File: config.mk
export PLATFORM = sky130hd
export DESIGN_NAME = flash_command_sequences
export DESIGN_NICKNAME = d
export VERILOG_FILES = /design/src/flash_cmd_pkg.sv /design/src/op_timer_if.sv /design/src/op_timer.sv /design/src/flash_command_sequences.sv
export VERILOG_INCLUDE_DIRS = /design/src
export SDC_FILE = /design/constraint.sdc
export NUM_CORES = 1
export LEC_CHECK = 0
export ABC_AREA = 0
export BUFFER_PORTS_ARGS = -buffer_cell sky130_fd_sc_hd__buf_2
export CAP_MARGIN = 20
export CORE_ASPECT_RATIO = 1.2
export CORE_UTILIZATION = 63
export DETAILED_ROUTE_END_ITERATION = 7
export PLACE_DENSITY = 0.88
export SLEW_MARGIN = 40
export SYNTH_ARGS = -nofsm -noshare
export SYNTH_HDL_FRONTEND = slang
export SYNTH_SLANG_ARGS = --single-unit
export TNS_END_PERCENT = 20
File: constraint.sdc
create_clock -name i_clk -period 8.3 [get_ports i_clk]
set_input_delay 1.245 -clock i_clk [delete_from_list [all_inputs] [get_ports i_clk]]
set_output_delay 1.245 -clock i_clk [all_outputs]
set_load 0.005 [all_outputs]
File: src/flash_cmd_map.svh
// Summary of operation
// - each read strobe in read-status mode returns freshly computed status
// - suspend code then read-status; poll until ready flag is one
// - erase done before suspend: suspended flag zero, read-array acts normally
// - resume continues erase and leaves bank in read-status mode
// - read-status accepted just before or after a resume, same effect
// - setup then protect code marks the addressed block protected
// - setup then confirm code clears the addressed block's protection
// - after signature command, a read at offset 02h in a block returns its protection state
// - read-array code returns the bank to array reads
// - after program data is accepted, reads return the status value
// - factory setup failure sets program error with its cause, else program phase
// - factory data comes in groups of exactly 32 words, buffered by device
// - buffer busy flag set per group, cleared when ready for more data
// - all-ones word outside first block ends the factory program
// - query returns 03h 00h 80h 00h at 14Ah through 14Dh
`ifndef FLASH_CMD_MAP_SVH
`define FLASH_CMD_MAP_SVH
`define CMD_READ_ARRAY  8'hFF
`define CMD_READ_STATUS 8'h70
`define CMD_SIGNATURE   8'h90
`define CMD_CFI_QUERY   8'h98
`define CMD_CLEAR_STAT  8'h50
`define CMD_PROGRAM     8'h40
`define CMD_PROGRAM_ALT 8'h10
`define CMD_OTP_PROGRAM 8'hC0
`define CMD_ERASE       8'h20
`define CMD_SUSPEND     8'hB0
`define CMD_CONFIRM     8'hD0
`define CMD_CONFIG      8'h60
`define CMD_PROTECT     8'h01
`define CMD_FACTORY     8'h80
`define EXIT_WORD       16'hFFFF
`define ARRAY_FILL      16'hFFFF
`define ADDR_W          24
`define DATA_W          16
`define BLK_LSB         20
`define BLK_W           4
`define BLK_COUNT       16
`define PROT_RESET      16'h0000
`define SIG_MFR_OFF     8'h00
`define SIG_DEV_OFF     8'h01
`define SIG_PROT_OFF    8'h02
`define CFI_OFF_W       12
`define CFI_R2B2_0      12'h14A
`define CFI_R2B2_1      12'h14B
`define CFI_R2B2_2      12'h14C
`define CFI_R2B2_3      12'h14D
`define CFI_VAL_0       16'h0003
`define CFI_VAL_1       16'h0000
`define CFI_VAL_2       16'h0080
`define CFI_VAL_3       16'h0000
`define BEFP_GROUP      6'h20
`define TMR_W           16
`define CLK_NS          10
`define PROG_TIME_NS    1000
`define OTP_TIME_NS     1000
`define ERASE_TIME_NS   20000
`define BEFP_TIME_NS    2000
`define NS_TO_CYC(t)    (((t) + `CLK_NS - 1) / `CLK_NS)
`define ST_READY_BIT    7
`define ST_ESUSP_BIT    6
`define ST_PERR_BIT     4
`define ST_VPP_BIT      3
`define ST_PROT_BIT     1
`define ST_BBUSY_BIT    0
`endif

File: src/flash_cmd_pkg.sv
`include "flash_cmd_map.svh"
package flash_cmd_pkg;
   typedef enum logic [3:0] {
      ST_READY      = 4'h0,
      ST_PROG_SETUP = 4'h1,
      ST_PROG_BUSY  = 4'h2,
      ST_OTP_SETUP  = 4'h3,
      ST_OTP_BUSY   = 4'h4,
      ST_ERASE_SET  = 4'h5,
      ST_ERASE_BUSY = 4'h6,
      ST_ERASE_SUSP = 4'h7,
      ST_PROT_SETUP = 4'h8,
      ST_BEFP_SETUP = 4'h9,
      ST_BEFP_LOAD  = 4'hA,
      ST_BEFP_PROG  = 4'hB
   } state_type;
   typedef enum logic [1:0] {
      MODE_ARRAY  = 2'h0,
      MODE_STATUS = 2'h1,
      MODE_SIG    = 2'h2,
      MODE_CFI    = 2'h3
   } mode_type;
   typedef struct packed {
      state_type              state;
      mode_type               mode;
      logic                   perr;
      logic                   vinv;
      logic                   pblk;
      logic [`BLK_COUNT-1:0]  prot;
      logic [`BLK_W-1:0]      wa1_blk;
      logic [5:0]             cnt;
      logic [2:0]             vsync;
      logic                   vpp_ok;
      logic [`DATA_W-1:0]     rdata;
      logic                   rdy;
   } ctrl_type;
   typedef struct packed {
      logic [`TMR_W-1:0] cnt;
      logic              done;
   } timer_type;
endpackage : flash_cmd_pkg

File: src/op_timer_if.sv
`timescale 1ns/100ps
`include "flash_cmd_map.svh"
interface op_timer_if;
   logic              start;
   logic              hold;
   logic [`TMR_W-1:0] len;
   logic              done;
   modport ctl (output start, output hold, output len, input done);
   modport tmr (input start, input hold, input len, output done);
endinterface : op_timer_if

File: src/op_timer.sv
`timescale 1ns/100ps
`include "flash_cmd_map.svh"
module op_timer
   import flash_cmd_pkg::*;
(
   input  wire logic i_clk,
   input  wire logic i_arst_n,
   op_timer_if.tmr   tmr_bus
);
   timer_type r_reg;
   timer_type r_next;

   // hold freezes the count, so a suspended erase keeps its remaining time
   always_comb begin
      r_next = r_reg;
      r_next.done = 1'b0;
      if (tmr_bus.start) begin
         r_next.cnt = tmr_bus.len;
      end else if (!tmr_bus.hold && r_reg.cnt != '0) begin
         r_next.cnt = r_reg.cnt - 1'b1;
         r_next.done = (r_reg.cnt == `TMR_W'(1));
      end
   end

   always_ff @(posedge i_clk or negedge i_arst_n) begin
      if (!i_arst_n) begin
         r_reg <= '0;
      end else begin
         r_reg <= r_next;
      end
   end

   assign tmr_bus.done = r_reg.done;
endmodule : op_timer

File: src/flash_command_sequences.sv
// Local design decisions: the placing of the registers and the address-and-strobe port.
`timescale 1ns/100ps
`include "flash_cmd_map.svh"
module flash_command_sequences
   import flash_cmd_pkg::*;
#(
   parameter logic [`DATA_W-1:0] MFR_CODE = 16'h00A5, // arbitrary value
   parameter logic [`DATA_W-1:0] DEV_CODE = 16'h0C3C  // arbitrary value
)(
   input  wire logic               i_clk,
   input  wire logic               i_arst_n,
   input  wire logic [`ADDR_W-1:0] i_addr,
   input  wire logic [`DATA_W-1:0] i_wdata,
   input  wire logic               i_wr,
   input  wire logic               i_rd,
   input  wire logic               i_vpp_ok,
   output logic      [`DATA_W-1:0] o_rdata,
   output logic                    o_ready
);
   ctrl_type           r_reg;
   ctrl_type           r_next;
   state_type          st;
   logic [7:0]         cmd;
   logic [`BLK_W-1:0]  blk;
   logic               vbad;
   logic               pbad;
   logic [7:0]         sts;
   logic [`DATA_W-1:0] rd_val;

   op_timer_if tbus ();

   op_timer u_timer (
      .i_clk    (i_clk),
      .i_arst_n (i_arst_n),
      .tmr_bus  (tbus)
   );

   function automatic logic is_ready(state_type s);
      return !(s == ST_PROG_BUSY || s == ST_OTP_BUSY || s == ST_ERASE_BUSY ||
               s == ST_BEFP_LOAD || s == ST_BEFP_PROG);
   endfunction : is_ready

   assign cmd  = i_wdata[7:0];
   assign blk  = i_addr[`BLK_LSB +: `BLK_W];
   assign vbad = !r_reg.vpp_ok;
   assign pbad = r_reg.prot[blk];

   // status is rebuilt from live state on every read strobe
   always_comb begin
      sts = '0;
      sts[`ST_READY_BIT] = is_ready(r_reg.state);
      sts[`ST_ESUSP_BIT] = (r_reg.state == ST_ERASE_SUSP);
      sts[`ST_PERR_BIT]  = r_reg.perr;
      sts[`ST_VPP_BIT]   = r_reg.vinv;
      sts[`ST_PROT_BIT]  = r_reg.pblk;
      sts[`ST_BBUSY_BIT] = (r_reg.state == ST_BEFP_PROG);
   end

   always_comb begin
      rd_val = '0;
      case (r_reg.mode)
         MODE_ARRAY:  rd_val = `ARRAY_FILL;
         MODE_STATUS: rd_val = {8'h00, sts};
         MODE_SIG: begin
            if (i_addr[7:0] == `SIG_MFR_OFF) begin
               rd_val = MFR_CODE;
            end else if (i_addr[7:0] == `SIG_DEV_OFF) begin
               rd_val = DEV_CODE;
            end else if (i_addr[7:0] == `SIG_PROT_OFF) begin
               rd_val = {{(`DATA_W-1){1'b0}}, pbad};
            end
         end
         MODE_CFI: begin
            case (i_addr[`CFI_OFF_W-1:0])
               `CFI_R2B2_0: rd_val = `CFI_VAL_0;
               `CFI_R2B2_1: rd_val = `CFI_VAL_1;
               `CFI_R2B2_2: rd_val = `CFI_VAL_2;
               `CFI_R2B2_3: rd_val = `CFI_VAL_3;
               default:     rd_val = '0;
            endcase
         end
         default: rd_val = '0;
      endcase
   end

   always_comb begin
      r_next = r_reg;
      tbus.start = 1'b0;
      tbus.len = '0;
      tbus.hold = 1'b0;
      // pin sync: change taken only when second and third stages agree
      r_next.vsync = {r_reg.vsync[1:0], i_vpp_ok};
      if (r_reg.vsync[1] == r_reg.vsync[2]) begin
         r_next.vpp_ok = r_reg.vsync[2];
      end
      r_next.rdata = i_rd ? rd_val : '0;
      // completion wins over a same-cycle suspend: erase stays finished
      st = r_reg.state;
      if (tbus.done) begin
         case (r_reg.state)
            ST_PROG_BUSY, ST_OTP_BUSY, ST_ERASE_BUSY: st = ST_READY;
            ST_BEFP_PROG: begin
               st = ST_BEFP_LOAD;
               r_next.cnt = '0;
            end
            default: st = r_reg.state;
         endcase
      end
      r_next.state = st;
      if (i_wr) begin
         case (st)
            ST_READY, ST_ERASE_SUSP: begin
               case (cmd)
                  `CMD_READ_ARRAY:  r_next.mode = MODE_ARRAY;
                  `CMD_READ_STATUS: r_next.mode = MODE_STATUS;
                  `CMD_SIGNATURE:   r_next.mode = MODE_SIG;
                  `CMD_CFI_QUERY:   r_next.mode = MODE_CFI;
                  `CMD_CLEAR_STAT: begin
                     r_next.perr = 1'b0;
                     r_next.vinv = 1'b0;
                     r_next.pblk = 1'b0;
                  end
                  `CMD_CONFIG: r_next.state = ST_PROT_SETUP;
                  `CMD_SUSPEND: r_next.mode = MODE_STATUS;
                  `CMD_CONFIRM: begin
                     if (st == ST_ERASE_SUSP) begin
                        r_next.state = ST_ERASE_BUSY;
                        r_next.mode = MODE_STATUS;
                     end
                  end
                  `CMD_PROGRAM, `CMD_PROGRAM_ALT: begin
                     if (st == ST_READY) begin
                        r_next.state = ST_PROG_SETUP;
                     end
                  end
                  `CMD_OTP_PROGRAM: begin
                     if (st == ST_READY) begin
                        r_next.state = ST_OTP_SETUP;
                     end
                  end
                  `CMD_ERASE: begin
                     if (st == ST_READY) begin
                        r_next.state = ST_ERASE_SET;
                     end
                  end
                  `CMD_FACTORY: begin
                     if (st == ST_READY) begin
                        r_next.state = ST_BEFP_SETUP;
                        r_next.wa1_blk = blk;
                     end
                  end
                  default: r_next.mode = r_reg.mode;
               endcase
            end
            ST_PROG_SETUP, ST_OTP_SETUP: begin
               r_next.mode = MODE_STATUS;
               if (vbad) begin
                  r_next.perr = 1'b1;
                  r_next.vinv = 1'b1;
                  r_next.state = ST_READY;
               end else if (pbad && st == ST_PROG_SETUP) begin
                  r_next.perr = 1'b1;
                  r_next.pblk = 1'b1;
                  r_next.state = ST_READY;
               end else if (st == ST_PROG_SETUP) begin
                  r_next.state = ST_PROG_BUSY;
                  tbus.start = 1'b1;
                  tbus.len = `TMR_W'(`NS_TO_CYC(`PROG_TIME_NS));
               end else begin
                  r_next.state = ST_OTP_BUSY;
                  tbus.start = 1'b1;
                  tbus.len = `TMR_W'(`NS_TO_CYC(`OTP_TIME_NS));
               end
            end
            ST_ERASE_SET: begin
               r_next.mode = MODE_STATUS;
               r_next.state = ST_READY;
               if (cmd == `CMD_CONFIRM) begin
                  if (vbad) begin
                     r_next.vinv = 1'b1;
                  end else if (pbad) begin
                     r_next.pblk = 1'b1;
                  end else begin
                     r_next.state = ST_ERASE_BUSY;
                     tbus.start = 1'b1;
                     tbus.len = `TMR_W'(`NS_TO_CYC(`ERASE_TIME_NS));
                  end
               end
            end
            ST_PROG_BUSY, ST_OTP_BUSY, ST_ERASE_BUSY: begin
               if (cmd == `CMD_READ_STATUS) begin
                  r_next.mode = MODE_STATUS;
               end else if (cmd == `CMD_SUSPEND && st == ST_ERASE_BUSY) begin
                  r_next.state = ST_ERASE_SUSP;
                  r_next.mode = MODE_STATUS;
               end
            end
            ST_PROT_SETUP: begin
               r_next.state = ST_READY;
               if (cmd == `CMD_PROTECT) begin
                  r_next.prot[blk] = 1'b1;
               end else if (cmd == `CMD_CONFIRM) begin
                  r_next.prot[blk] = 1'b0;
               end
            end
            ST_BEFP_SETUP: begin
               r_next.mode = MODE_STATUS;
               r_next.state = ST_READY;
               if (cmd == `CMD_CONFIRM) begin
                  if (vbad) begin
                     r_next.perr = 1'b1;
                     r_next.vinv = 1'b1;
                  end else if (r_reg.prot[r_reg.wa1_blk]) begin
                     r_next.perr = 1'b1;
                     r_next.pblk = 1'b1;
                  end else begin
                     r_next.state = ST_BEFP_LOAD;
                     r_next.cnt = '0;
                  end
               end
            end
            ST_BEFP_LOAD: begin
               if (blk == r_reg.wa1_blk) begin
                  // a partial group at exit is dropped, not programmed
                  if (r_next.cnt == `BEFP_GROUP - 6'h01) begin
                     r_next.state = ST_BEFP_PROG;
                     tbus.start = 1'b1;
                     tbus.len = `TMR_W'(`NS_TO_CYC(`BEFP_TIME_NS));
                     r_next.cnt = '0;
                  end else begin
                     r_next.cnt = r_next.cnt + 6'h01;
                  end
               end else if (i_wdata == `EXIT_WORD) begin
                  r_next.state = ST_READY;
               end
            end
            default: r_next.state = st;
         endcase
      end
      r_next.rdy = is_ready(r_next.state);
      // freeze from the suspend edge on, so a last tick cannot be lost in suspend
      tbus.hold = (r_next.state == ST_ERASE_SUSP);
   end

   always_ff @(posedge i_clk or negedge i_arst_n) begin
      if (!i_arst_n) begin
         r_reg <= '{state: ST_READY, mode: MODE_ARRAY, prot: `PROT_RESET, rdy: 1'b1, default: '0};
      end else begin
         r_reg <= r_next;
      end
   end

   assign o_rdata = r_reg.rdata;
   assign o_ready = r_reg.rdy;
endmodule : flash_command_sequences

==> results of run 1 <==
## layout make-up
class                   count  share of cell area
clock buffers              11             0.02960
clock inverters             5             0.01153
inverters                  12            0.009431
multi-input cells         350              0.5200
flip-flops and latches     66              0.3461
well taps                  85             0.02227
repair buffers             56             0.06104
## stage by stage
stage	power [mW]	utilization	hold slack, ps	area (um2)
finish	1.093	0.7273	357.0	4776
global route	1.165	0.7273	362.2	4776
CTS	1.090	0.7268	359.7	4772
detailed placement	0.8172	0.6968	336.3	4576
global placement	0.8000	0.6968	333.1	4576
floorplan	0.7360	-	331.2	4393
## routing by layer
layer	up-vias	track usage
met5	-	0
met4	0	0.1389
met3	29	0.05659
met2	179	0.5058
met1	1914	0.3966
li1	1805	-
## final timing paths
path | start | end | slack [ps]
max reg2reg | r_reg[54]$_DFF_PN0_ | u_timer.r_reg[16]$_DFFE_PN0P_ | 4120
min in group asynchronous | i_arst_n | r_reg[23]$_DFF_PN0_ | 960
min | r_next[19]$_DFF_PN0_ | r_next[20]$_DFF_PN0_ | 360
min reg2reg | r_next[19]$_DFF_PN0_ | r_next[20]$_DFF_PN0_ | 360
max | i_addr[22] | u_timer.r_reg[8]$_DFFE_PN0P_ | 4040
max in group asynchronous | i_arst_n | r_next[19]$_DFF_PN0_ | 6900
## Yosys cell counts, drive strengths merged (5+ instances only)
master / count / share of area
dfrtp: 65 / 0.37
nand2: 42 / 0.036
nor2: 38 / 0.032
mux2: 22 / 0.056
clkbuf: 20 / 0.017
nand3: 20 / 0.023
buf: 18 / 0.031
a21oi: 16 / 0.018
nor3: 15 / 0.020
nand4: 13 / 0.019
o21ai: 13 / 0.015
inv: 12 / 0.010
nor2b: 11 / 0.016
mux4: 10 / 0.055
and2: 9 / 0.013
or4: 9 / 0.017
a31oi: 8 / 0.011
nor4: 8 / 0.013
or3: 8 / 0.011
nand2b: 6 / 0.0085
or2: 6 / 0.0085
nand4b: 5 / 0.010
o21a: 5 / 0.0085
o22ai: 5 / 0.0071
o31ai: 5 / 0.0085
xnor2: 5 / 0.010
## critical path: stages
cell      delay (ps)
buf_2            270
mux4_2           540
mux4_2           570
nor3_1           410
a221oi_1         100
o22ai_1          520
a311oi_4         280
nor4b_1          220
a311o_1          330
## kinds of logic after synthesis
kind of cell,count (synthesis)
buf+inv,50
xor+xnor,5
compound gates,90
fa+ha+maj,6
mux,35
simple gates,214
flops,66
## where the power goes
part / internal (mW) / total [mW] / switching [mW] / leakage, nW
combinational: 0.148 / 0.346 / 0.198 / 1.11
sequential: 0.395 / 0.475 / 0.0799 / 0.843
clock: 0.146 / 0.271 / 0.125 / 0.0953
total: 0.689 / 1.09 / 0.403 / 2.05
==> qor.yml, run 1 <==
outcome:
  status: "completed"
clocking:
  cts-root-buf: "clkbuf_8"
  hold_buffers: 0
  post_cts_buffers: 0
  clkTransAtPathRegs_ps: 70
  cts_max_level: 3
  clk_latency_ps: 350
  cts_buffer_depth: 2
  cts.sinks: 66
  cts_buffers: 9
  cts_tree: "built"
  ctsResizeCount: 0
worst_setup_path:
  reg2regPathDepth: 12
  start_kind: "primary input"
  cp_max_fo: 14
  cp-end-kind: "flip-flop"
  crit_type: "primary input to flip-flop"
  arrival_ps: 4480
  required_ps: 8520
floorplanning:
  coreArea_um2: 6566
  ioPinCount: 62
  rows: 32
  die_area_um2: 7313
  start_util: 0.6690
  die_y_um: 93.48
  fp.dieW_um: 78.23
synthesis:
  synth_top_family_by_area: "simple AND/OR/NAND/NOR gates"
  synth_edf_count: 0
  async_flop_share: 1.000
  synth-compound-area-share: 0.1501
  synth-main-ff-cell: "dfrtp_1"
  ys_seq_area_frac: 0.3762
  synthMuxAreaShare: 0.1179
  ys_types: 70
  syn_area_per_cell_um2: 9.427
  netlist_area_um2: 4393
  synth_nets: 515
  syn_inst: 466
  yosys_warnings: 0
  synth_fa_ha_area_frac: 0.01595
  synth-xor-area-share: 0.009969
  synth-simple-area-share: 0.2714
  yosys_register_bits: 66
grt:
  grtUsageTotal: 0.3081
  grt_pass1_vias: 3775
  grt_pass1_wl_um: 17550
  grt_max_degree: 67
  antenna_found_initial: 0
  overflow: 0
layout:
  seqCellArea_um2: 1653
  nets: 544
  syn_to_final_growth_pct: 8.715
  fillers: 495
  multiInputGateArea_um2: 2484
  drive_gt1_frac: 0.2360
  n_antenna_cell: 0
  final_cells: 585
  layout_commonest_cell: "dfrtp_1"
  final_cell_mix: "dfrtp_1 (65), buf_2 (53), nand2_1 (42)"
pwr:
  peakVddDrop_mv: 0.1902
  p_leak_nw: 2.049
  power.density_nw_per_um2: 228.8
timing:
  relSlewSlack: 0.4948
  fin_crit_sh: 0.5133
  setup_viol: 0
  finalHoldViolCount: 0
  slew_viol_final: 0
  fin_setup_tns_ps: 0
  fin_worst_skew_ps: 18.57
  tightest_slew_ps: 752.0
  setup_ws_ps: 4040
  max_freq_mhz: 234.7
  min_period_ps: 4260
  rsz0062_at_grt: "false"
run:
  maxCapViolCount: 0
route:
  wirelength_um: 10500
  ant_nets: 0
  top_layer_used: "met4"
  drtIter0Drc: 367
  dr_wl_met3_um: 702
  viasPerCell: 6.713
  route.detailed.drc: 0
  routedWlPerCell_um: 17.95
  num_vias: 3927
  dr.pass1.iters: 7
  dr_wl_met2_um: 5175
  met1_length_um: 4374
placed_design:
  portBuffers: 53
  dp_hpwl_um: 7464
  gp_congestion: 0.9025
  post-place-ws_ps: 3751
  dpl.cell_count: 569
hold_path:
  holdCritPathClass: "flip-flop to flip-flop"
  whs_path_depth: 0
No activity file was read; power rests on OpenSTA's default activity.
==> inputs of run 2 (changes only) <==
--- a/config.mk
+++ b/config.mk
@@ -10,9 +10,9 @@
 export BUFFER_PORTS_ARGS = -buffer_cell sky130_fd_sc_hd__buf_2
 export CAP_MARGIN = 20
 export CORE_ASPECT_RATIO = 1.2
-export CORE_UTILIZATION = 63
+export CORE_UTILIZATION = 53
 export DETAILED_ROUTE_END_ITERATION = 7
-export PLACE_DENSITY = 0.88
+export PLACE_DENSITY = 0.79
 export SLEW_MARGIN = 40
 export SYNTH_ARGS = -nofsm -noshare
 export SYNTH_HDL_FRONTEND = slang
==> constraint.sdc (replaced) <==
create_clock -name i_clk -period 3.7 [get_ports i_clk]
set_input_delay 0.555 -clock i_clk [delete_from_list [all_inputs] [get_ports i_clk]]
set_output_delay 0.555 -clock i_clk [all_outputs]
set_load 0.005 [all_outputs]
==> qor.yml, run 2 (same netlist as run 1, synthesis figures left out) <==
worst_setup_path:
  cp_max_fo: 5  # -9
  critPathMaxStageDelay_ps: 430  # -140 ps
  crit_path_start: "r_reg[55]$_DFF_PN0_"
  required_ps: 3970  # -4550 ps
  critical-path-top-delay-family: "simple AND/OR/NAND/NOR gates"
  arrival_ps: 3790  # -690 ps
  rr_endpoint: "u_timer.r_reg[12]$_DFFE_PN0P_"
  critPathSlowestCell: "or3_1"
  cp-end-kind: "flip-flop"
  reg2regPathDepth: 14  # +2
  crit_chain: "nand4b_1 -> or2_2 -> and2_1 -> ha_1 -> nand4_1 -> or2_2 -> or3_1 -> a211oi_2 -> o22ai_1 -> buf_4 -> a311oi_4 -> buf_4 -> or4b_1 -> a21oi_1"
  crit_buf_inv: 2  # +1
  r2r_start: "r_reg[55]$_DFF_PN0_"
  crit_type: "flip-flop to flip-flop"
  ff2ff_setup_slack_ps: 180  # -3940 ps
  start_kind: "flip-flop"
route:
  ant_nets: 0  # unchanged
  viasPerCell: 6.306  # -6.1%
  route.detailed.drc: 0  # unchanged
  dr.pass1.iters: 5  # -2
  routedWlPerCell_um: 17.26  # -3.9%
  wirelength_um: 10790  # +2.7%
  drtIter0Drc: 261  # -29%
  num_vias: 3941  # +0.36%
clocking:
  cts_max_level: 3  # unchanged
  cts_buffers: 9  # unchanged
  cts_tree: "built"
  clkTransAtPathRegs_ps: 80  # about the same
  cts_buffer_depth: 2  # unchanged
  hold_buffers: 0  # unchanged
  cts-root-buf: "clkbuf_8"
  clk_latency_ps: 350  # about the same
  cts.sinks: 66  # unchanged
grt:
  grt_max_degree: 40  # -40%
  grt_pass1_wl_um: 17620  # +0.35%
  grtUsageTotal: 0.2609  # -0.04722
  overflow: 0  # unchanged
  antenna_found_initial: 0  # unchanged
  grt_pass1_vias: 3751  # -0.64%
placed_design:
  gp_congestion: 0.8815  # -2.3%
  dp_hpwl_um: 7965  # +6.7%
  portBuffers: 53  # unchanged
floorplanning:
  ioPinCount: 62  # unchanged
  coreArea_um2: 8063  # +23%
  fp.dieW_um: 85.11  # +8.8%
  die_y_um: 101.7  # +8.8%
  die_area_um2: 8658  # +18%
  rows: 36  # +13%
  start_util: 0.5448  # -0.1242
layout:
  nets: 574  # +5.5%
  layout_commonest_cell: "dfrtp_1"
  final_cell_mix: "dfrtp_1 (65), buf_2 (52), nand2_1 (42)"
  drive_gt1_frac: 0.2811  # +0.04513
  fin_util: 0.6234  # -0.1040
  syn_to_final_growth_pct: 14.41
  n_antenna_cell: 0  # unchanged
pwr:
  peakVddDrop_mv: 0.3119  # +64%
  power.density_nw_per_um2: 508.7  # +120%
  total_power_mw: 2.557  # +130%
  p_leak_nw: 2.200  # +7.4%
timing:
  finalHoldViolCount: 0  # unchanged
  max_freq_mhz: 283.8
  slew_viol_final: 0  # unchanged
  setup_viol: 0  # unchanged
  fin_worst_skew_ps: 13.92  # -4.645 ps
  fin_crit_sh: 0.9523
  tightest_slew_ps: 623.0  # -129.0 ps
  relSlewSlack: 0.5808  # +0.08601
  min_period_ps: 3523
run:
  maxCapViolCount: 0  # unchanged
outcome:
  status: "completed"
hold_path:
  holdCritPathClass: "primary input to asynchronous set/reset pin"
run 2: changes by cell type in the layout (fill, tap and decap cells not counted), sizes merged:
| cell | change |
|---|---|
| clkinv | -1 |
| buf | +30 |
| clkbuf | +1 |
run 2: area by class of cell:
| class | count | area [um2] |
|---|---|---|
| tap | 95 | 118.9 |
| inverter | 12 | 45.04 |
| timing repair buffer | 86 | 515.5 |
| clock buffer | 12 | 155.1 |
| multi-input combinational | 350 | 2489 |
| sequential | 66 | 1653 |
| clock inverter | 4 | 50.05 |
| fill | 662 | 3037 |
run 2: stage by stage:
stage / worst slack [ps] / hold WS [ps] / setup TNS (ps) / cells / instance area (um2)
6_report: 176.6 / 185.0 / 0 / 625 / 5026
5_1_grt: -3.084 / 214.5 / -3.084 / 625 / 5026
4_1_cts: 180.3 / 192.7 / 0 / 622 / 4999
3_5_place_dp: 82.00 / 349.8 / 0 / 606 / 4793
3_3_place_gp: 122.5 / 333.2 / 0 / 606 / 4791
2_1_floorplan: 80.62 / 259.4 / 0 / 466 / 4393
run 2: worst max-delay path by stage:
stage | to | cells after the start
2_1_floorplan | u_timer.r_reg[16]$_DFFE_PN0P_ | 14
3_3_place_gp | u_timer.r_reg[12]$_DFFE_PN0P_ | 10
3_5_place_dp | u_timer.r_reg[12]$_DFFE_PN0P_ | 10
4_1_cts | u_timer.r_reg[12]$_DFFE_PN0P_ | 14
5_1_grt | u_timer.r_reg[12]$_DFFE_PN0P_ | 14
6_report | u_timer.r_reg[12]$_DFFE_PN0P_ | 14
run 2: power breakdown:
| part | internal (mW) | switching (mW) |
|---|---|---|
| sequential | 0.888 | 0.128 |
| combinational | 0.417 | 0.512 |
| clock | 0.347 | 0.265 |
run 2: per-layer routing:
| layer | vias to the layer above | wire length (um) | track usage |
|---|---|---|---|
| li1 | 1868 | - | - |
| met1 | 1912 | 4467 | 0.3073 |
| met2 | 135 | 5514 | 0.4671 |
| met3 | 26 | 545 | 0.04971 |
| met4 | 0 | 257 | 0.1095 |
| met5 | - | 0 | 0 |
run 2: timing repair:
action                     in CTS  in global routing
setup endpoints to repair       0                  1
resized for setup               0                  1
setup buffers                   0                  3
